### src/pkg/dpw_pkg.sv
`default_nettype none
package dpw_pkg;
   localparam int CLK_PERIOD_NS = 10;
   localparam int CLK_KHZ = 100000;
   localparam int FREQ_NOM_KHZ = 512;
   localparam logic [15:0] PERIOD_RST = 16'(CLK_KHZ / FREQ_NOM_KHZ);
   localparam int PULSE_NS = 100;
   localparam int PULSE_CYC = PULSE_NS / CLK_PERIOD_NS;
   localparam int NOVL_NS = 45;
   localparam logic [7:0] NOVL_RST = 8'((NOVL_NS + CLK_PERIOD_NS - 1) / CLK_PERIOD_NS);
   localparam logic [1:0] BLANK_CYCLES = 2'h2;
   localparam int OUV_TIMER_CYC_DEF = 100000;
   // Sync capture window +25%/-35% in frequency, as period ratios 4/5 and 20/13
   localparam int WIN_LO_NUM = 4;
   localparam int WIN_LO_DEN = 5;
   localparam int WIN_HI_NUM = 20;
   localparam int WIN_HI_DEN = 13;
   localparam int STOP_PERIODS = 2;
   localparam logic [7:0] ADDR_CTRL = 8'h00;
   localparam logic [7:0] ADDR_PERIOD = 8'h04;
   localparam logic [7:0] ADDR_NOVL = 8'h08;
   localparam logic [7:0] ADDR_STATUS = 8'h0c;
   localparam int CTRL_SYNC_EN = 0;
   localparam logic CTRL_SYNC_EN_RST = 1'b1;
   localparam int ST_AUX_RUN = 0;
   localparam int ST_MAIN_RUN = 1;
   localparam int ST_OUV_FAULT = 2;
   localparam int ST_LOCKED = 3;
   localparam int ST_STATE_LSB = 4;
   typedef enum logic [1:0] {
      ST_OFF = 2'b00,
      ST_RUN = 2'b01,
      ST_WAIT_LOW = 2'b10,
      ST_TFAULT = 2'b11
   } dpw_state_t;
endpackage : dpw_pkg
`default_nettype wire

### src/pkg/dpw_clk_if.sv
`default_nettype none
interface dpw_clk_if;
   logic main_pulse;
   logic aux_pulse;
   logic sync_out;
   logic locked;
   logic sync_lost;
   logic sync_en;
   logic sync_in;
   logic [15:0] period;
   modport osc (output main_pulse, aux_pulse, sync_out, locked, sync_lost,
      input sync_en, sync_in, period);
   modport ctl (input main_pulse, aux_pulse, sync_out, locked, sync_lost,
      output sync_en, sync_in, period);
endinterface : dpw_clk_if
`default_nettype wire

### src/core/dpw_top.sv
`default_nettype none
module dpw_top #(
   parameter int OUV_TIMER_CYC = dpw_pkg::OUV_TIMER_CYC_DEF
) (
   input wire logic clk,
   input wire logic rst_b,
   input wire logic wb_cyc_i,
   input wire logic wb_stb_i,
   input wire logic wb_we_i,
   input wire logic [7:0] wb_adr_i,
   input wire logic [3:0] wb_sel_i,
   input wire logic [31:0] wb_dat_i,
   output logic [31:0] wb_dat_o,
   output logic wb_ack_o,
   input wire logic [1:0] fb_trip_in,
   input wire logic [1:0] current_limit_sense_first_in,
   input wire logic [1:0] current_limit_sense_second_in,
   input wire logic [1:0] ouv_in,
   input wire logic undervoltage_shutdown_in,
   input wire logic overvoltage_shutdown_in,
   input wire logic reference_good,
   input wire logic enable_in,
   input wire logic polarity_sel_in,
   input wire logic aux_low_in,
   input wire logic aux_up_in,
   input wire logic sync_input,
   output logic aux_gate_out,
   output logic main_gate_out,
   output logic main_sync_rect_gate_out,
   output logic aux_run,
   output logic main_run,
   output logic soft_start_discharge,
   output logic sync_output
);
   localparam int NIN = 16;

   logic [NIN-1:0] raw, s1_q, s2_q;
   logic [1:0] fb, il1, il2, ouv, pwm;
   logic uv, ov, refg, en, pol, aux_low, aux_up;
   logic disabled, ext_fault, fault_or, any_ouv, kill0, kill1, main_ok;
   logic en_q, uv_q, tog_q, tog_d;
   dpw_pkg::dpw_state_t st_q, st_d;
   logic aux_run_q, aux_run_d, main_run_q, main_run_d, ssd_q, ssd_d;
   logic [31:0] ouv_cnt_q, ouv_cnt_d;
   logic ouv_fault_q, ouv_fault_d;
   logic aux_gate_q, aux_gate_d, main_gate_q, main_gate_d, rect_q, rect_d;
   logic [7:0] main_off_q, main_off_d, rect_off_q, rect_off_d;
   logic ack_q, ack_d, hit;
   logic [31:0] dat_q, dat_d, rd;
   logic sync_en_q, sync_en_d;
   logic [15:0] period_q, period_d;
   logic [7:0] novl_q, novl_d;

   dpw_clk_if ck ();

   // Pins are asynchronous to clk: two flops before any use
   assign raw = {fb_trip_in, current_limit_sense_first_in, current_limit_sense_second_in, ouv_in,
      undervoltage_shutdown_in, overvoltage_shutdown_in, reference_good,
      enable_in, polarity_sel_in, aux_low_in, aux_up_in, sync_input};

   for (genvar i = 0; i < NIN; i++) begin : g_sync
      always_ff @(posedge clk) begin
         if (!rst_b) begin
            s1_q[i] <= 1'b0;
            s2_q[i] <= 1'b0;
         end else begin
            s1_q[i] <= raw[i];
            s2_q[i] <= s1_q[i];
         end
      end
   end

   assign {fb, il1, il2, ouv, uv, ov, refg, en, pol, aux_low, aux_up} = s2_q[NIN-1:1];

   assign ck.sync_in = s2_q[0];
   assign ck.sync_en = sync_en_q;
   assign ck.period = period_q;

   dpw_osc u_osc (
      .clk(clk),
      .rst_b(rst_b),
      .ck(ck.osc)
   );

   for (genvar c = 0; c < 2; c++) begin : g_chan
      dpw_pwm_chan u_chan (
         .clk(clk),
         .rst_b(rst_b),
         .pulse(c == 0 ? ck.aux_pulse : ck.main_pulse),
         .run(c == 0 ? aux_run_q : main_run_q),
         .term(fb[c] | il1[c]),
         .trip2(il2[c]),
         .pwm(pwm[c])
      );
   end

   // Fault gathering and start sequence
   always_comb begin
      // A floating enable is pulled high at the pad, seen here as 1
      disabled = pol ? en : ~en;
      ext_fault = uv | ov | ~refg;
      fault_or = ext_fault | disabled | ouv_fault_q;
      tog_d = (st_q == dpw_pkg::ST_TFAULT) &
              (tog_q | (((en ^ en_q) | (uv ^ uv_q)) & aux_low));
      st_d = st_q;
      case (st_q)
         dpw_pkg::ST_OFF: begin
            if (!fault_or) begin
               st_d = dpw_pkg::ST_RUN;
            end
         end
         dpw_pkg::ST_RUN: begin
            if (ouv_fault_q) begin
               st_d = dpw_pkg::ST_TFAULT;
            end else if (disabled) begin
               st_d = dpw_pkg::ST_OFF;
            end else if (ext_fault || ck.sync_lost) begin
               st_d = dpw_pkg::ST_WAIT_LOW;
            end
         end
         dpw_pkg::ST_WAIT_LOW: begin
            if (ouv_fault_q) begin
               st_d = dpw_pkg::ST_TFAULT;
            end else if (!fault_or && aux_low) begin
               st_d = dpw_pkg::ST_RUN;
            end
         end
         dpw_pkg::ST_TFAULT: begin
            if (!fault_or && tog_q) begin
               st_d = dpw_pkg::ST_RUN;
            end
         end
         default: begin
            st_d = dpw_pkg::ST_OFF;
         end
      endcase
      aux_run_d = st_d == dpw_pkg::ST_RUN;
      main_run_d = aux_run_d & (main_run_q | aux_up);
      ssd_d = ~aux_run_d;
   end

   always_ff @(posedge clk) begin
      if (!rst_b) begin
         st_q <= dpw_pkg::ST_OFF;
         tog_q <= 1'b0;
         en_q <= 1'b0;
         uv_q <= 1'b0;
         aux_run_q <= 1'b0;
         main_run_q <= 1'b0;
         ssd_q <= 1'b1;
      end else begin
         st_q <= st_d;
         tog_q <= tog_d;
         en_q <= en;
         uv_q <= uv;
         aux_run_q <= aux_run_d;
         main_run_q <= main_run_d;
         ssd_q <= ssd_d;
      end
   end

   // Output undervoltage delay timer
   always_comb begin
      any_ouv = |ouv;
      ouv_cnt_d = ouv_cnt_q;
      ouv_fault_d = ouv_fault_q;
      if (!any_ouv) begin
         ouv_cnt_d = 32'h0000_0000;
         ouv_fault_d = 1'b0;
      end else if (ouv_cnt_q >= 32'(OUV_TIMER_CYC - 1)) begin
         ouv_fault_d = 1'b1;
      end else begin
         ouv_cnt_d = ouv_cnt_q + 32'h0000_0001;
      end
   end

   always_ff @(posedge clk) begin
      if (!rst_b) begin
         ouv_cnt_q <= 32'h0000_0000;
         ouv_fault_q <= 1'b0;
      end else begin
         ouv_cnt_q <= ouv_cnt_d;
         ouv_fault_q <= ouv_fault_d;
      end
   end

   // Gate drive with dead time on the main pair
   always_comb begin
      kill0 = fb[0] | il1[0] | il2[0];
      kill1 = fb[1] | il1[1] | il2[1];
      aux_gate_d = aux_run_q & ~fault_or & pwm[0] & ~kill0;
      main_ok = main_run_q & ~fault_or;
      main_gate_d = main_ok & pwm[1] & ~kill1 & ~rect_q &
                    (rect_off_q >= novl_q);
      rect_d = main_ok & (~pwm[1] | kill1) & ~main_gate_q &
               (main_off_q >= novl_q);
      main_off_d = main_gate_q ? 8'h00 : (&main_off_q ? main_off_q : main_off_q + 8'h01);
      rect_off_d = rect_q ? 8'h00 : (&rect_off_q ? rect_off_q : rect_off_q + 8'h01);
   end

   always_ff @(posedge clk) begin
      if (!rst_b) begin
         aux_gate_q <= 1'b0;
         main_gate_q <= 1'b0;
         rect_q <= 1'b0;
         main_off_q <= 8'h00;
         rect_off_q <= 8'h00;
      end else begin
         aux_gate_q <= aux_gate_d;
         main_gate_q <= main_gate_d;
         rect_q <= rect_d;
         main_off_q <= main_off_d;
         rect_off_q <= rect_off_d;
      end
   end

   // Wishbone classic slave, one wait state, unmapped reads as zero
   always_comb begin
      hit = wb_cyc_i & wb_stb_i & ~ack_q;
      ack_d = hit;
      sync_en_d = sync_en_q;
      period_d = period_q;
      novl_d = novl_q;
      rd = 32'h0000_0000;
      case (wb_adr_i)
         dpw_pkg::ADDR_CTRL: begin
            rd[dpw_pkg::CTRL_SYNC_EN] = sync_en_q;
         end
         dpw_pkg::ADDR_PERIOD: begin
            rd[15:0] = period_q;
         end
         dpw_pkg::ADDR_NOVL: begin
            rd[7:0] = novl_q;
         end
         dpw_pkg::ADDR_STATUS: begin
            rd[dpw_pkg::ST_AUX_RUN] = aux_run_q;
            rd[dpw_pkg::ST_MAIN_RUN] = main_run_q;
            rd[dpw_pkg::ST_OUV_FAULT] = ouv_fault_q;
            rd[dpw_pkg::ST_LOCKED] = ck.locked;
            rd[dpw_pkg::ST_STATE_LSB +: 2] = st_q;
         end
         default: begin
            rd = 32'h0000_0000;
         end
      endcase
      dat_d = hit ? rd : dat_q;
      if (hit && wb_we_i) begin
         if (wb_adr_i == dpw_pkg::ADDR_CTRL && wb_sel_i[0]) begin
            sync_en_d = wb_dat_i[dpw_pkg::CTRL_SYNC_EN];
         end
         if (wb_adr_i == dpw_pkg::ADDR_PERIOD) begin
            if (wb_sel_i[0]) begin
               period_d[7:0] = wb_dat_i[7:0];
            end
            if (wb_sel_i[1]) begin
               period_d[15:8] = wb_dat_i[15:8];
            end
         end
         if (wb_adr_i == dpw_pkg::ADDR_NOVL && wb_sel_i[0]) begin
            novl_d = wb_dat_i[7:0];
         end
      end
   end

   always_ff @(posedge clk) begin
      if (!rst_b) begin
         ack_q <= 1'b0;
         dat_q <= 32'h0000_0000;
         sync_en_q <= dpw_pkg::CTRL_SYNC_EN_RST;
         period_q <= dpw_pkg::PERIOD_RST;
         novl_q <= dpw_pkg::NOVL_RST;
      end else begin
         ack_q <= ack_d;
         dat_q <= dat_d;
         sync_en_q <= sync_en_d;
         period_q <= period_d;
         novl_q <= novl_d;
      end
   end

   assign wb_ack_o = ack_q;
   assign wb_dat_o = dat_q;
   assign aux_gate_out = aux_gate_q;
   assign main_gate_out = main_gate_q;
   assign main_sync_rect_gate_out = rect_q;
   assign aux_run = aux_run_q;
   assign main_run = main_run_q;
   assign soft_start_discharge = ssd_q;
   assign sync_output = ck.sync_out;
endmodule : dpw_top
`default_nettype wire

### src/core/dpw_osc.sv
`default_nettype none
module dpw_osc (
   input wire logic clk,
   input wire logic rst_b,
   dpw_clk_if.osc ck
);
   logic [15:0] cnt_q, cnt_d, meas_q, meas_d, half;
   logic sin_q, sin_d, locked_q, locked_d, lost_q, lost_d;
   logic mp_q, mp_d, ap_q, ap_d, so_q, so_d, edge_s, in_win;

   always_comb begin
      half = {1'b0, ck.period[15:1]};
      edge_s = ck.sync_in & ~sin_q;
      in_win = (32'(meas_q) * 32'(dpw_pkg::WIN_LO_DEN) >=
                32'(ck.period) * 32'(dpw_pkg::WIN_LO_NUM)) &&
               (32'(meas_q) * 32'(dpw_pkg::WIN_HI_DEN) <=
                32'(ck.period) * 32'(dpw_pkg::WIN_HI_NUM));
      sin_d = ck.sync_in;
      meas_d = edge_s ? 16'h0001 : (&meas_q ? meas_q : meas_q + 16'h0001);
      cnt_d = (cnt_q >= ck.period - 16'h0001) ? 16'h0000 : cnt_q + 16'h0001;
      locked_d = locked_q;
      lost_d = 1'b0;
      if (!ck.sync_en) begin
         locked_d = 1'b0;
      end else if (edge_s) begin
         locked_d = in_win;
         if (in_win) begin
            cnt_d = 16'h0000;
         end
      end else if (locked_q && 32'(meas_q) >
                   32'(ck.period) * 32'(dpw_pkg::STOP_PERIODS)) begin
         locked_d = 1'b0;
         lost_d = 1'b1;
      end
      mp_d = 32'(cnt_d) < 32'(dpw_pkg::PULSE_CYC);
      ap_d = cnt_d >= half && 32'(cnt_d) < 32'(half) + 32'(dpw_pkg::PULSE_CYC);
      so_d = cnt_d >= half;
   end

   always_ff @(posedge clk) begin
      if (!rst_b) begin
         cnt_q <= 16'h0000;
         meas_q <= 16'hffff;
         sin_q <= 1'b0;
         locked_q <= 1'b0;
         lost_q <= 1'b0;
         mp_q <= 1'b0;
         ap_q <= 1'b0;
         so_q <= 1'b0;
      end else begin
         cnt_q <= cnt_d;
         meas_q <= meas_d;
         sin_q <= sin_d;
         locked_q <= locked_d;
         lost_q <= lost_d;
         mp_q <= mp_d;
         ap_q <= ap_d;
         so_q <= so_d;
      end
   end

   assign ck.main_pulse = mp_q;
   assign ck.aux_pulse = ap_q;
   assign ck.sync_out = so_q;
   assign ck.locked = locked_q;
   assign ck.sync_lost = lost_q;
endmodule : dpw_osc
`default_nettype wire

### src/core/dpw_pwm_chan.sv
`default_nettype none
module dpw_pwm_chan (
   input wire logic clk,
   input wire logic rst_b,
   input wire logic pulse,
   input wire logic run,
   input wire logic term,
   input wire logic trip2,
   output logic pwm
);
   logic pulse_q, pwm_q, pwm_d, start;
   logic [1:0] blank_q, blank_d;

   always_comb begin
      start = pulse & ~pulse_q;
      blank_d = blank_q;
      pwm_d = pwm_q;
      if (start && blank_q != 2'h0) begin
         blank_d = blank_q - 2'h1;
      end
      // Set only at window start so a mid-cycle glitch cannot turn on
      if (start) begin
         pwm_d = ~term & (blank_q == 2'h0);
      end
      if (term) begin
         pwm_d = 1'b0;
      end
      if (trip2) begin
         pwm_d = 1'b0;
         blank_d = dpw_pkg::BLANK_CYCLES;
      end
      if (!run) begin
         pwm_d = 1'b0;
      end
   end

   always_ff @(posedge clk) begin
      if (!rst_b) begin
         pulse_q <= 1'b0;
         pwm_q <= 1'b0;
         blank_q <= 2'h0;
      end else begin
         pulse_q <= pulse;
         pwm_q <= pwm_d;
         blank_q <= blank_d;
      end
   end

   assign pwm = pwm_q;
endmodule : dpw_pwm_chan
`default_nettype wire

### config.mk
export PLATFORM = sky130hd
export DESIGN_NAME = dpw_top
export DESIGN_NICKNAME = d
export VERILOG_FILES = /design/src/pkg/dpw_pkg.sv /design/src/pkg/dpw_clk_if.sv /design/src/core/dpw_top.sv /design/src/core/dpw_osc.sv /design/src/core/dpw_pwm_chan.sv
export SDC_FILE = /design/constraint.sdc
export NUM_CORES = 1
export LEC_CHECK = 0
export ABC_AREA = 1
export BUFFER_PORTS_ARGS = -buffer_cell sky130_fd_sc_hd__buf_2
export CAP_MARGIN = 10
export CORE_ASPECT_RATIO = 0.75
export CORE_UTILIZATION = 40
export DETAILED_ROUTE_END_ITERATION = 8
export PLACE_DENSITY_LB_ADDON = 0.08
export SETUP_SLACK_MARGIN = 0.05
export SYNTH_ARGS = -nofsm -noshare
export SYNTH_HDL_FRONTEND = slang
export SYNTH_SLANG_ARGS = --single-unit
### constraint.sdc
create_clock -name clk -period 17.1 [get_ports clk]
set_input_delay 2.565 -clock clk [delete_from_list [all_inputs] [get_ports clk]]
set_output_delay 2.565 -clock clk [all_outputs]
set_load 0.005 [all_outputs]
==> results by stage, run 1 <==
Status:
- The flow ran to the end, and the final reports show no timing, DRC or antenna violations.

Floorplan:
- The row count is 57.
- The core area is 32700 sq um.
- For this configuration, the core starts out at a cell density of between 40% and 50%.
- 105 I/O pins were placed.
- The height of the die is 161 um.
- The floorplan die width is 213 um.
- The area enclosed by the die boundary is about 34000 sq um.

Critical path:
- The worst endpoint required time is 17.44 ns.
- The largest single stage delay on the critical path is approximately 0.53 ns.
- The cell seen most often among critical-path stages is sky130_fd_sc_hd__nand2_1.
- The number of buffers and inverters on the critical path is 1.
- The cell with the largest stage delay on the worst path is sky130_fd_sc_hd__dfxtp_1.
- The critical path startpoint category is a flop.
- In this run the worst path has a maximum fanout of 17.
- The sort of element at the end of the critical path is a flop.
- Broken down by cell family, the worst path's largest delay share belongs to simple AND/OR/NAND/NOR gates.
- The critical path class is flop to flop.
- The data arrival time of the critical path is 7.11 ns.

Clock tree:
- The buffer levels on the longest clock path is 2.
- The deepest level of the CTS H-tree is 4.
- The clock drives 180 sinks.
- The post-CTS setup repair buffer count is 0.
- The TritonCTS clock tree is done.
- TritonCTS created 17 clock buffers.
- The clock tree root buffer cell is sky130_fd_sc_hd__clkbuf_16.
- After clock tree synthesis, the clock-pin slew on the worst setup and hold paths is approximately 0.090 ns.
- The number of instances resized during post-cts repair is 0.
- Buffers inserted to repair hold after CTS numbered 0.
- At the later pin of the worst-skew pair, clock insertion delay measures 0.45 ns.

Power:
- For this design the static power due to leakage is 7.35 nW.
- The worst vdd rail ir drop is 48.8 uV.
- The areal power density over the cells is 105 nW/um^2.

Detailed routing:
- Using the TritonRoute via totals, the vias-per-cell ratio works out to 4.96.
- The first detailed-routing pass ran for 5 iterations.
- The average detailed-routed wire length per instance is 14.7 um.
- The detailed router placed 11500 vias in this run.
- After detailed routing, the number of remaining DRC violations is 0.
- The total wirelength of the detailed-routed design is 34200 um.
- The initial detailed-routing violation count is about 550.
- The number of nets still failing antenna checks after routing is 0.

Global routing:
- The remaining global-route overflow is 0.
- The number of antenna violations at the first check in global routing is 0.
- The aggregate global-route resource usage is 20.6%.
- Entering global routing, the biggest net connects slightly below 70 pins.
- The first global-routing pass estimated 55200 um of wire.
- The via count of the first global-routing pass is 10800.

Place:
- The global placement routability congestion is 0.862.
- The count of buffers added on input and output ports is 70.
- Summed over all nets, the half-perimeter wirelength after detailed placement is roughly 27000 um.

Synth:
- Averaged over all synthesized cells, the footprint is 7.42 sq um.
- The synthesized design contains 180 register bits.
- By area the synthesized netlist is led by sky130_fd_sc_hd__dfxtp_1 27%, sky130_fd_sc_hd__ha_1 20%, sky130_fd_sc_hd__inv_1 8.5%.
- The share of flip-flops with an asynchronous set or reset after synthesis is 0%.
- The number of flops mapped to enable cells by yosys is 0.
- In this run the biggest area consumer among cell types represents around 27% of the synthesized area.
- Synthesis produced a netlist whose cell count is ~1800.
- The predominant post-synthesis flop cell is sky130_fd_sc_hd__dfxtp_1.
- The post-synthesis instance area is about 13000 sq um.
- The most frequently used cell type in the post-synthesis netlist is sky130_fd_sc_hd__inv_1.
- The distinct cell type count of the synthesized netlist is 56.
- The share of the yosys chip area belonging to registers is 26.9%.
- The biggest area contributor in the post-synthesis netlist is sky130_fd_sc_hd__dfxtp_1.
- The number of synthesis warnings is 0.
- By count the netlist is led by 305 x sky130_fd_sc_hd__inv_1, 293 x sky130_fd_sc_hd__nand2_1, 216 x sky130_fd_sc_hd__ha_1, 180 x sky130_fd_sc_hd__dfxtp_1, 147 x sky130_fd_sc_hd__nor2_1.

STA:
- Clock skew on the completed layout was measured at 0.0211 ns.
- Headroom to the max-slew limit came out at 44.3%.
- The number of slew-limit violations in the final report is 0.
- The transition time of the tightest slew-check pin is between 0.8 and 0.9 ns.
- The fmax is about 150 MHz.
- After routing, the total negative slack on setup checks comes to 0 ns.
- The routed design could run at a clock period as short as 6.78 ns.
- Setup repair after global routing left no endpoint under its margin.
- Setup violations remaining at the end of the flow were counted as 0.
- In the finished design, the share of the clock period the worst path needs comes to 39.6%.
- The final count of hold timing violations is 0.

Cells and area:
- The filler cells instantiated in the layout total 3399.
- The antenna diode count is 0.
- The area taken by multi-input logic gates is 8440 sq um.
- Measured on the finished design, the core utilization comes to 45.3%.
- Relative to the synthesized area, the layout overhead comes to 10.5%.
- For this run, the post-layout net count is 2168.
- Registers take 3600 sq um.
- The fraction of layout instances using a drive strength above 1 is roughly 7.8%.

Run:
- Max-cap violations in this run came to 0.

Min path:
- The type of the tightest min-delay check is flop to flop.
layout make-up:
type,instances,area share (%)
multi-input cells,1284,57.0
flip-flops and latches,180,24.3
inverters,317,8.03
well taps,442,3.73
clock buffers,17,2.87
repair buffers,74,2.58
clock inverters,15,1.44
per-stage QoR:
step           hold WS, ns  setup slack, ns  instance area (sq um)  power [mW]  std cells
5_1_grt              0.443             9.49                  14800        1.70       2329
6_report             0.415            10.33                  14800        1.55       2329
4_1_cts              0.416            10.29                  14800        1.57       2329
2_1_floorplan        0.390            11.56                  13500       0.986       1823
3_3_place_gp         0.396            10.34                  14200        1.12       2297
3_5_place_dp         0.395            10.30                  14200        1.14       2297
placed cells by master, fill, tap and decap left out, types with 27 or more instances in the layout:
| master | instances |
|---|---|
| sky130_fd_sc_hd__nand3_1 | 72 |
| sky130_fd_sc_hd__nor2_1 | 147 |
| sky130_fd_sc_hd__nand2_1 | 293 |
| sky130_fd_sc_hd__a21oi_1 | 125 |
| sky130_fd_sc_hd__nor3_1 | 42 |
| sky130_fd_sc_hd__xor2_1 | 69 |
| sky130_fd_sc_hd__ha_1 | 216 |
| sky130_fd_sc_hd__buf_2 | 69 |
| sky130_fd_sc_hd__inv_1 | 305 |
| sky130_fd_sc_hd__dfxtp_1 | 180 |
| sky130_fd_sc_hd__o21ai_0 | 91 |
| sky130_fd_sc_hd__nand4_1 | 27 |
where the power goes:
part | total [mW] | internal, mW | switching (mW) | leakage [nW]
combinational | 0.677 | 0.272 | 0.405 | 5.58
sequential | 0.452 | 0.432 | 0.0199 | 1.47
clock | 0.422 | 0.206 | 0.216 | 0.309
final timing paths:
kind | endpoint | from | cells after the start | slack (ns)
setup / recovery | u_osc.ck.aux_pulse$_SDFF_PN0_ | u_osc.meas_q[2]$_SDFFE_PN1P_ | 44 | 10.33
hold / removal | fb[1]$_SDFF_PN0_ | s1_q[15]$_SDFF_PN0_ | 2 | 0.42
setup reg to reg | u_osc.ck.aux_pulse$_SDFF_PN0_ | u_osc.meas_q[2]$_SDFFE_PN1P_ | 44 | 10.33
hold reg to reg | fb[1]$_SDFF_PN0_ | s1_q[15]$_SDFF_PN0_ | 2 | 0.42
state kept, by name (all words and copies together) (netlist names), 4 cells and up:
signal,count
s1_q,16
wb_dat_o,16
g_chan.u_chan.blank_q,4
novl_q,8
u_osc.meas_q,16
rect_off_q,8
u_osc.cnt_q,16
ck.period,16
main_off_q,8
ouv_cnt_q,32
cell families (layout without fill, tap and decap cells):
group / Yosys count / count (layout) / share of synthesized area, %
other: 1 / 16 / 0.0280
adders and majority gates: 229 / 229 / 22.1
AOI/OAI and AO/OA: 313 / 313 / 13.5
xor gates and xnor gates: 90 / 90 / 5.88
DFF: 180 / 180 / 26.9
and+or+nand+nor: 636 / 636 / 21.0
buffers and inverters: 359 / 423 / 10.6
worst min-delay path, stage by stage, from the launching register on:
cell and delay [ns]:
sky130_fd_sc_hd__dfxtp_1 0.31, sky130_fd_sc_hd__nand2_1 0.04, sky130_fd_sc_hd__inv_1 0.04
metal layers:
metal | track usage, % | vias to the layer above | part of all wire [%] | wire length (um)
li1 | - | 6086 | - | -
met1 | 30.3 | 5280 | 53 | 18100
met2 | 31.4 | 162 | 42 | 14500
met3 | 3.36 | 13 | 3.8 | 1320
met4 | 3.86 | 0 | 0.84 | 289
met5 | 0 | - | 0 | 0
Note: power is estimated with default switching activity, not from simulation.
==> run 2, diff against run 1 <==
==> constraint.sdc (replaced) <==
create_clock -name clk -period 6.6 [get_ports clk]
set_input_delay 0.99 -clock clk [delete_from_list [all_inputs] [get_ports clk]]
set_output_delay 0.99 -clock clk [all_outputs]
set_load 0.005 [all_outputs]
==> run 2 against run 1 <==
Global-route usage increased by 0.38 points. Count of clock-buffer cells in the layout did not move. Clock skew grew 0.0037 ns. Combinational power rose to 2.6 times the previous value. First-iteration DRC count increased by 10%. Maximum frequency up 14%. Routed wire length up 0.46%. Sequential power grew to 2.6 times the previous value. Flip-flop and latch count stayed put. Cell count increased by 0.39%. Critical path depth increased by 3. Critical path type unchanged. Largest power group unchanged.
==> results by stage, run 2 (synthesis results as in run 1) <==
Global routing:
- The first-pass GRT wire length is 56600 um (was 55200 um).
- The number of antenna violations at the first check in global routing is 0 (unchanged).
- The aggregate global-route resource usage is 20.9% (was 20.6%).
- The largest net degree at the start of global routing is 77 (was 69).
- The via count of the first global-routing pass is 11100 (was 10800).
- The remaining global-route overflow is 0 (unchanged).

STA:
- The final count of hold timing violations is 0 (unchanged).
- The time the final worst path needs with I/O delays and setup is 5.93 ns (was 6.78 ns).
- The transition time of the tightest slew-check pin is 0.806 ns (was 0.833 ns).
- The total setup violations reported at the end of the flow came to 0 (unchanged).
- The final clock period utilization by the worst path came to 89.9% (was 39.6%).
- The headroom to the max-slew limit is 45.9% (was 44.3%).
- The fmax is 169 MHz (was 148 MHz).
- The total negative setup slack was 0 ns (unchanged).
- The worst clock skew is 0.0248 ns (was 0.0211 ns).
- Unrepaired setup endpoints after global routing: no (unchanged).
- The number of slew-limit violations in the final report is 0 (unchanged).

Critical path:
- The depth of the worst register-to-register path is 47 (was 44).
- The cell seen most often among critical-path stages was sky130_fd_sc_hd__nand2_1 (unchanged).
- The sort of element at the end of the critical path is a flop (unchanged).
- The largest fanout of any net on the critical path is 16 (was 17).
- The setup slack of the worst register-to-register path was 0.67 ns (was 10.33 ns).
- The beginning of the worst register-to-register path was u_osc.meas_q[5]$_SDFFE_PN1P_ (was u_osc.meas_q[2]$_SDFFE_PN1P_).
- The capturing point of the worst reg2reg path was u_osc.ck.aux_pulse$_SDFF_PN0_ (unchanged).
- The data arrival time of the critical path is 6.28 ns (was 7.11 ns).
- The critical path startpoint category is a flop (unchanged).
- The source of the critical timing path is u_osc.meas_q[5]$_SDFFE_PN1P_ (was u_osc.meas_q[2]$_SDFFE_PN1P_).
- The cell with the largest stage delay on the worst path is sky130_fd_sc_hd__dfxtp_1 (unchanged).
- The worst endpoint required time came to 6.94 ns (was 17.44 ns).
- The critical path class is flop to flop (unchanged).
- The destination of the critical timing path is u_osc.ck.aux_pulse$_SDFF_PN0_ (unchanged).
- The stage delay of the slowest cell on the critical path was 0.58 ns (was 0.53 ns).

Cells and area:
- The fraction of layout instances using a drive strength above 1 is 8.91% (was 7.84%).
- The most common cell after layout, fill and taps aside is sky130_fd_sc_hd__inv_1 (unchanged).
- The area taken by multi-input logic gates is 8480 sq um (was 8440 sq um).
- The synthesis-to-finish area growth is 11.4% (was 10.5%).
- The number of flip-flops in the largest register is 32 (unchanged).
- The final cell utilization of the core is 45.7% (was 45.3%).
- The number of filler instances in the final layout is 3365 (was 3399).
- The storage element area was 3620 sq um (was 3600 sq um).
- The number of nets in the final layout is 2177 (was 2168).
- Commonest non-fill, non-tap cells in the layout: 305 x sky130_fd_sc_hd__inv_1, 293 x sky130_fd_sc_hd__nand2_1, 215 x sky130_fd_sc_hd__ha_1 (was 305 x sky130_fd_sc_hd__inv_1, 293 x sky130_fd_sc_hd__nand2_1, 216 x sky130_fd_sc_hd__ha_1).
- The largest register by flop count is ouv_cnt_q (unchanged).
- The antenna diode count is 0 (unchanged).

Run:
- The max-cap violation count came to 0 (unchanged).

Clock tree:
- The number of clock sinks is 180 (unchanged).
- The TritonCTS clock tree is done (unchanged).
- The number of buffers created by CTS is 17 (unchanged).
- The number of hold buffers added after CTS is 0 (unchanged).
- The deepest level of the CTS H-tree is 4 (unchanged).
- The latest clock arrival within the worst-skew pair is 0.47 ns (was 0.45 ns).
- The buffer levels on the longest clock path is 2 (unchanged).
- The clock-pin slew on the worst setup and hold paths is 0.08 ns (was 0.09 ns).
- The clock tree root buffer cell was sky130_fd_sc_hd__clkbuf_16 (unchanged).

Detailed routing:
- The average detailed-routed wire length per instance came to 14.7 um (about the same).
- The vias per cell came to 4.95 (was 4.96).
- The initial detailed-routing violation count is 607 (was 552).
- The iteration count of the initial detailed-routing pass came to 5 (unchanged).
- The final routed DRC violation total came to 0 (unchanged).
- The total wirelength of the detailed-routed design came to 34400 um (was 34200 um).
- The detailed-route via count is 11600 (was 11500).
- The number of nets still failing antenna checks after routing was 0 (unchanged).

Floorplan:
- The area enclosed by the die boundary is 34300 sq um (unchanged).
- The height of the die is 161 um (unchanged).
- The I/O pin count came to 105 (unchanged).
- The row count is 57 (unchanged).
- The starting density of the core is 41.0% (unchanged).
- The core area is 32700 sq um (unchanged).
- The floorplan die width is 213 um (unchanged).

Place:
- The global placement routability congestion came to 0.886 (was 0.862).
- The count of input and output buffers is 70 (unchanged).
- The HPWL after detailed placement is 27400 um (was 27300 um).

Min path:
- The type of the tightest min-delay check is flop to flop (unchanged).
- The startpoint of the worst hold path is s1_q[1]$_SDFF_PN0_ (was s1_q[15]$_SDFF_PN0_).
- The number of instances on the worst hold path is 2 (unchanged).

Power:
- The areal power density over the cells is 271 nW/um^2 (was 105 nW/um^2).
- The leakage power figure came to 7.39 nW (was 7.35 nW).
- The worst vdd rail ir drop is 135 uV (was 48.8 uV).
- The total design power is 4.05 mW (was 1.55 mW).

Status:
- Outcome: completed (unchanged).
run 2: how the worst min path moves through the flow:
| stage | endpoint | slack [ns] |
|---|---|---|
| after floorplan | aux_low$_SDFF_PN0_ | 0.39 |
| after detailed placement | aux_up$_SDFF_PN0_ | 0.39 |
| final | aux_up$_SDFF_PN0_ | 0.41 |
| after CTS | aux_up$_SDFF_PN0_ | 0.42 |
| after global routing | en$_SDFF_PN0_ | 0.43 |
| after global placement | aux_up$_SDFF_PN0_ | 0.40 |
run 2: worst max-delay path: cells and delay by family, from the launching register on:
family | cells | cell delay, ns
flip-flops | 1 | 0.58
buffers and inverters | 5 | 0.52
XOR/XNOR | 1 | 0.15
AND/OR/NAND/NOR | 29 | 1.78
AO/OA/AOI/OAI | 7 | 1.10
adder cells (fa/ha/maj) | 5 | 1.66
run 2: metal layers:
metal | track usage, % | vias to the layer above | wire length, um
met2 | 31.4 | 148 | 14600
met3 | 2.87 | 14 | 1120
met5 | 0 | - | 0
met1 | 31.4 | 5301 | 18400
met4 | 4.58 | 0 | 257
li1 | - | 6105 | -
run 2: per-stage QoR:
step / cell area [sq um] / cells / setup WS (ns) / hold WS (ns)
4_1_cts: 14900 / 2338 / 0.363 / 0.416
3_5_place_dp: 14200 / 2306 / 0.386 / 0.395
3_3_place_gp: 14200 / 2306 / 0.447 / 0.396
5_1_grt: 14900 / 2338 / 0.0583 / 0.428
6_report: 14900 / 2338 / 0.667 / 0.415
2_1_floorplan: 13500 / 1823 / 1.06 / 0.390
run 2: timing repair:
action	4_1_cts	5_1_grt
endpoints found under the setup margin	0	2
setup buffers	0	0
gates resized for setup	0	14
run 2: area by class of cell:
| type | count | share of cell area [%] |
|---|---|---|
| Timing Repair Buffer | 83 | 3.02 |
| Clock buffer | 17 | 2.85 |
| Sequential cell | 180 | 24.2 |
| Tap cell | 442 | 3.70 |
| Inverter | 317 | 7.97 |
| Multi-Input combinational cell | 1284 | 56.8 |
| Clock inverter | 15 | 1.45 |
run 2: report_power, final:
group | internal [mW] | switching, mW
logic | 0.725 | 1.06
clock network | 0.530 | 0.567
registers | 1.12 | 0.0483
total | 2.38 | 1.67
==> run 3, diff against run 2 <==
--- a/config.mk
+++ b/config.mk
@@ -13,6 +13,8 @@
 export DETAILED_ROUTE_END_ITERATION = 8
 export PLACE_DENSITY_LB_ADDON = 0.08
 export SETUP_SLACK_MARGIN = 0.05
+export SLEW_MARGIN = 20
 export SYNTH_ARGS = -nofsm -noshare
 export SYNTH_HDL_FRONTEND = slang
+export SYNTH_HIERARCHICAL = 1
 export SYNTH_SLANG_ARGS = --single-unit
==> run 3 against run 2 <==
Sequential share of layout area is 0.52 points lower. Count of clock-buffer cells in the layout is 3 higher. Synthesized cell count rose by 5.5%. Utilization shrank 0.38 points. Via count is 3.6% higher. Total power down 16%.
==> results by stage, run 3 <==
Clock tree:
- The clock tree root buffer cell is sky130_fd_sc_hd__clkbuf_16 (unchanged).
- The TritonCTS clock tree is done (unchanged).
- The number of hold buffers added after CTS is 0 (unchanged).
- The latest clock arrival within the worst-skew pair is 0.46 ns (was 0.47 ns).
- The deepest level of the CTS H-tree is 4 (unchanged).
- The buffer levels on the longest clock path is 2 (unchanged).
- The number of buffers created by CTS is 17 (unchanged).
- The clock-pin slew on the worst setup and hold paths is 0.08 ns (about the same).
- The number of clock sinks is 180 (unchanged).

STA:
- The transition time of the tightest slew-check pin is 0.970 ns (was 0.806 ns).
- The time the final worst path needs with I/O delays and setup came to 6.05 ns (was 5.93 ns).
- The total negative setup slack is 0 ns (unchanged).
- The final count of hold timing violations came to 0 (unchanged).
- The final clock period utilization by the worst path is 91.6% (was 89.9%).
- The final hold slack is 0.408 ns (was 0.415 ns).
- The headroom to the max-slew limit came to 35.3% (was 45.9%).
- The worst clock skew is 0.0193 ns (was 0.0248 ns).
- The fmax is 165 MHz (was 169 MHz).
- Unrepaired setup endpoints after global routing: no (unchanged).
- The total setup violations reported at the end of the flow is 0 (unchanged).
- The number of slew-limit violations in the final report is 0 (unchanged).

Floorplan:
- The height of the die is 163 um (was 161 um).
- The row count is 58 (was 57).
- The starting density of the core is 40.8% (was 41.0%).
- The floorplan die width is 216 um (was 213 um).
- The core area is 33700 sq um (was 32700 sq um).
- The I/O pin count is 105 (unchanged).
- The area enclosed by the die boundary was 35100 sq um (was 34300 sq um).

Synth:
- List of most frequent post-synthesis cells: 387 x sky130_fd_sc_hd__nand2_1, 316 x sky130_fd_sc_hd__inv_1, 216 x sky130_fd_sc_hd__ha_1, 180 x sky130_fd_sc_hd__dfxtp_1, 158 x sky130_fd_sc_hd__nor2_1 (was 305 x sky130_fd_sc_hd__inv_1, 293 x sky130_fd_sc_hd__nand2_1, 216 x sky130_fd_sc_hd__ha_1, 180 x sky130_fd_sc_hd__dfxtp_1, 147 x sky130_fd_sc_hd__nor2_1).
- The number of flops mapped to enable cells by yosys was 0 (unchanged).
- The predominant post-synthesis flop cell was sky130_fd_sc_hd__dfxtp_1 (unchanged).
- The post-synthesis average cell area is 7.21 sq um (was 7.42 sq um).
- The number of standard cells after synthesis is 1907 (was 1808).
- The compound-gate portion of the synthesized area is 12.0% (was 13.5%).
- The combinational family with the most area after synthesis is simple AND/OR/NAND/NOR gates (was adder cells).
- The cell type with the highest aggregate area in the netlist is sky130_fd_sc_hd__dfxtp_1 (unchanged).
- The simple logic cell fraction of the synthesized area was 23.8% (was 21.0%).
- The most frequently used cell type in the post-synthesis netlist was sky130_fd_sc_hd__nand2_1 (was sky130_fd_sc_hd__inv_1).
- The area fraction of the dominant cell type after synthesis is 26.2% (was 26.9%).
- The post-synthesis instance area is 13700 sq um (was 13400 sq um).
- The number of synthesis warnings is 6 (was 0).
- The share of the yosys chip area belonging to registers is 26.2% (was 26.9%).
- The xor/xnor share of the synthesized area is 5.61% (was 5.88%).
- The distinct cell type count of the synthesized netlist came to 59 (was 56).
- The number of synthesized register bits was 180 (unchanged).
- The mux share of post-synthesis cell area is 0% (unchanged).
- The adder-cell share of the synthesized area is 21.6% (was 22.1%).
- The share of flip-flops with an asynchronous set or reset after synthesis is 0% (unchanged).
- Largest cells by area after synthesis: sky130_fd_sc_hd__dfxtp_1 26%, sky130_fd_sc_hd__ha_1 20%, sky130_fd_sc_hd__nand2_1 11% (was sky130_fd_sc_hd__dfxtp_1 27%, sky130_fd_sc_hd__ha_1 20%, sky130_fd_sc_hd__inv_1 8.5%).

Critical path:
- The critical path class is flop to flop (unchanged).
- The setup slack of the worst register-to-register path was 0.55 ns (was 0.67 ns).
- The stage delay of the slowest cell on the critical path is 0.45 ns (was 0.58 ns).
- The largest fanout of any net on the critical path is 5 (was 16).
- The data arrival time of the critical path came to 6.45 ns (was 6.28 ns).
- The family of cells with the greatest summed delay on the critical path was adder cells (was simple AND/OR/NAND/NOR gates).
- The worst endpoint required time is 7.00 ns (was 6.94 ns).
- The sort of element at the end of the critical path is a flop (unchanged).
- The critical path startpoint category is a flop (unchanged).
- The cell with the largest stage delay on the worst path is sky130_fd_sc_hd__dfxtp_1 (unchanged).
- The cell seen most often among critical-path stages was sky130_fd_sc_hd__nand2_1 (unchanged).
- The count of buffering cells on the critical path with inverters included came to 5 (unchanged).

Power:
- The leakage power figure came to 7.75 nW (was 7.39 nW).
- The areal power density over the cells is 223 nW/um^2 (was 271 nW/um^2).
- The worst vdd rail ir drop is 140 uV (was 135 uV).

Min path:
- The type of the tightest min-delay check was flop to flop (unchanged).

Place:
- The HPWL after detailed placement came to 27600 um (was 27400 um).
- The cell total after placement is 2422 (was 2306).
- The global placement routability congestion was 0.843 (was 0.886).
- The instance area after placement is 14600 sq um (was 14200 sq um).
- The count of input and output buffers was 70 (unchanged).

Cells and area:
- The number of non-filler instances in the completed layout is 2456 (was 2338).
- The final cell utilization of the core is 45.3% (was 45.7%).
- The largest register by flop count is ouv_cnt_q (unchanged).
- The number of nets in the final layout was 2287 (was 2177).
- The most common cell after layout, fill and taps aside was sky130_fd_sc_hd__nand2_1 (was sky130_fd_sc_hd__inv_1).
- The number of flip-flops in the largest register was 32 (unchanged).
- The antenna diode count came to 0 (unchanged).
- The fraction of layout instances using a drive strength above 1 is 9.57% (was 8.91%).
- The synthesis-to-finish area growth is 11.1% (was 11.4%).
- The final design area excluding fillers was 15300 sq um (was 14900 sq um).
- Commonest non-fill, non-tap cells in the layout: 386 x sky130_fd_sc_hd__nand2_1, 316 x sky130_fd_sc_hd__inv_1, 214 x sky130_fd_sc_hd__ha_1 (was 305 x sky130_fd_sc_hd__inv_1, 293 x sky130_fd_sc_hd__nand2_1, 215 x sky130_fd_sc_hd__ha_1).

Global routing:
- The via count of the first global-routing pass was 10900 (was 11100).
- The aggregate global-route resource usage was 20.2% (was 20.9%).
- The number of antenna violations at the first check in global routing came to 2 (was 0).
- The remaining global-route overflow is 0 (unchanged).
- The first-pass GRT wire length was 56200 um (was 56600 um).
- The largest net degree at the start of global routing came to 92 (was 77).

Detailed routing:
- The average detailed-routed wire length per instance is 14.1 um (was 14.7 um).
- The number of nets still failing antenna checks after routing is 0 (unchanged).
- The initial detailed-routing violation count is 743 (was 607).
- The vias per cell was 4.88 (was 4.95).
- The final routed DRC violation total is 0 (unchanged).
- The total wirelength of the detailed-routed design is 34700 um (was 34400 um).
- The iteration count of the initial detailed-routing pass is 5 (unchanged).
- The detailed-route via count was 12000 (was 11600).

Status:
- Outcome: completed (unchanged).

Run:
- The max-cap violation count is 0 (unchanged).
## run 3: stage by stage
| step | power (mW) | setup slack (ns) |
|---|---|---|
| 2_1_floorplan | 2.11 | 1.17 |
| 3_3_place_gp | 2.37 | 0.235 |
| 3_5_place_dp | 2.38 | 0.258 |
| 4_1_cts | 3.41 | 0.228 |
| 5_1_grt | 3.68 | 0.0309 |
| 6_report | 3.40 | 0.553 |
## run 3: routing by layer
metal	wire length, um	global-route usage [%]
met3	1050	3.16
met2	13800	29.5
met5	0	0
met4	347	4.13
met1	19500	31.0
## run 3: logic make-up after synthesis
| kind of cell | after synthesis |
|---|---|
| flip-flops | 180 |
| AO/OA/AOI/OAI | 294 |
| buffers and inverters | 368 |
| XOR/XNOR | 88 |
| AND/OR/NAND/NOR | 747 |
| adder cells (fa/ha/maj) | 229 |
| other | 1 |
## run 3: timing repair
item	CTS	global route
setup endpoints to repair	0	2
gates resized for setup	0	18
buffers inserted	0	2
## run 3: power breakdown
part,total [mW],switching (mW),internal (mW)
Combinational,1.23,0.728,0.501
Clock,1.01,0.473,0.537
Sequential,1.16,0.0376,1.12
Total,3.40,1.24,2.16
## run 3: path summary, 6_finish.rpt
path                                 from  cells past startpoint                       endpoint
min                   s1_q[10]$_SDFF_PN0_                      2              il2[0]$_SDFF_PN0_
max reg2reg  u_osc/meas_q[0]$_SDFFE_PP1N_                     45  u_osc/ck.aux_pulse$_SDFF_PN0_
max          u_osc/meas_q[0]$_SDFFE_PP1N_                     45  u_osc/ck.aux_pulse$_SDFF_PN0_
min reg2reg           s1_q[10]$_SDFF_PN0_                      2              il2[0]$_SDFF_PN0_
## run 3: layout make-up
type,count,area [sq um]
clock buffer,20,447
tap,450,563
sequential,180,3620
timing repair buffer,94,533
fill,3509,18400
multi-input combinational,1374,8760
inverter,326,1220
clock inverter,12,116
## run 3: worst register-to-register path, delay by kind of cell, from the launching register on
family	cells	cell delay [ns]
buffers and inverters	5	0.42
AND/OR/NAND/NOR	25	1.76
AO/OA/AOI/OAI	8	1.48
adder cells (fa/ha/maj)	6	1.78
XOR/XNOR	1	0.13
flip-flops	1	0.45
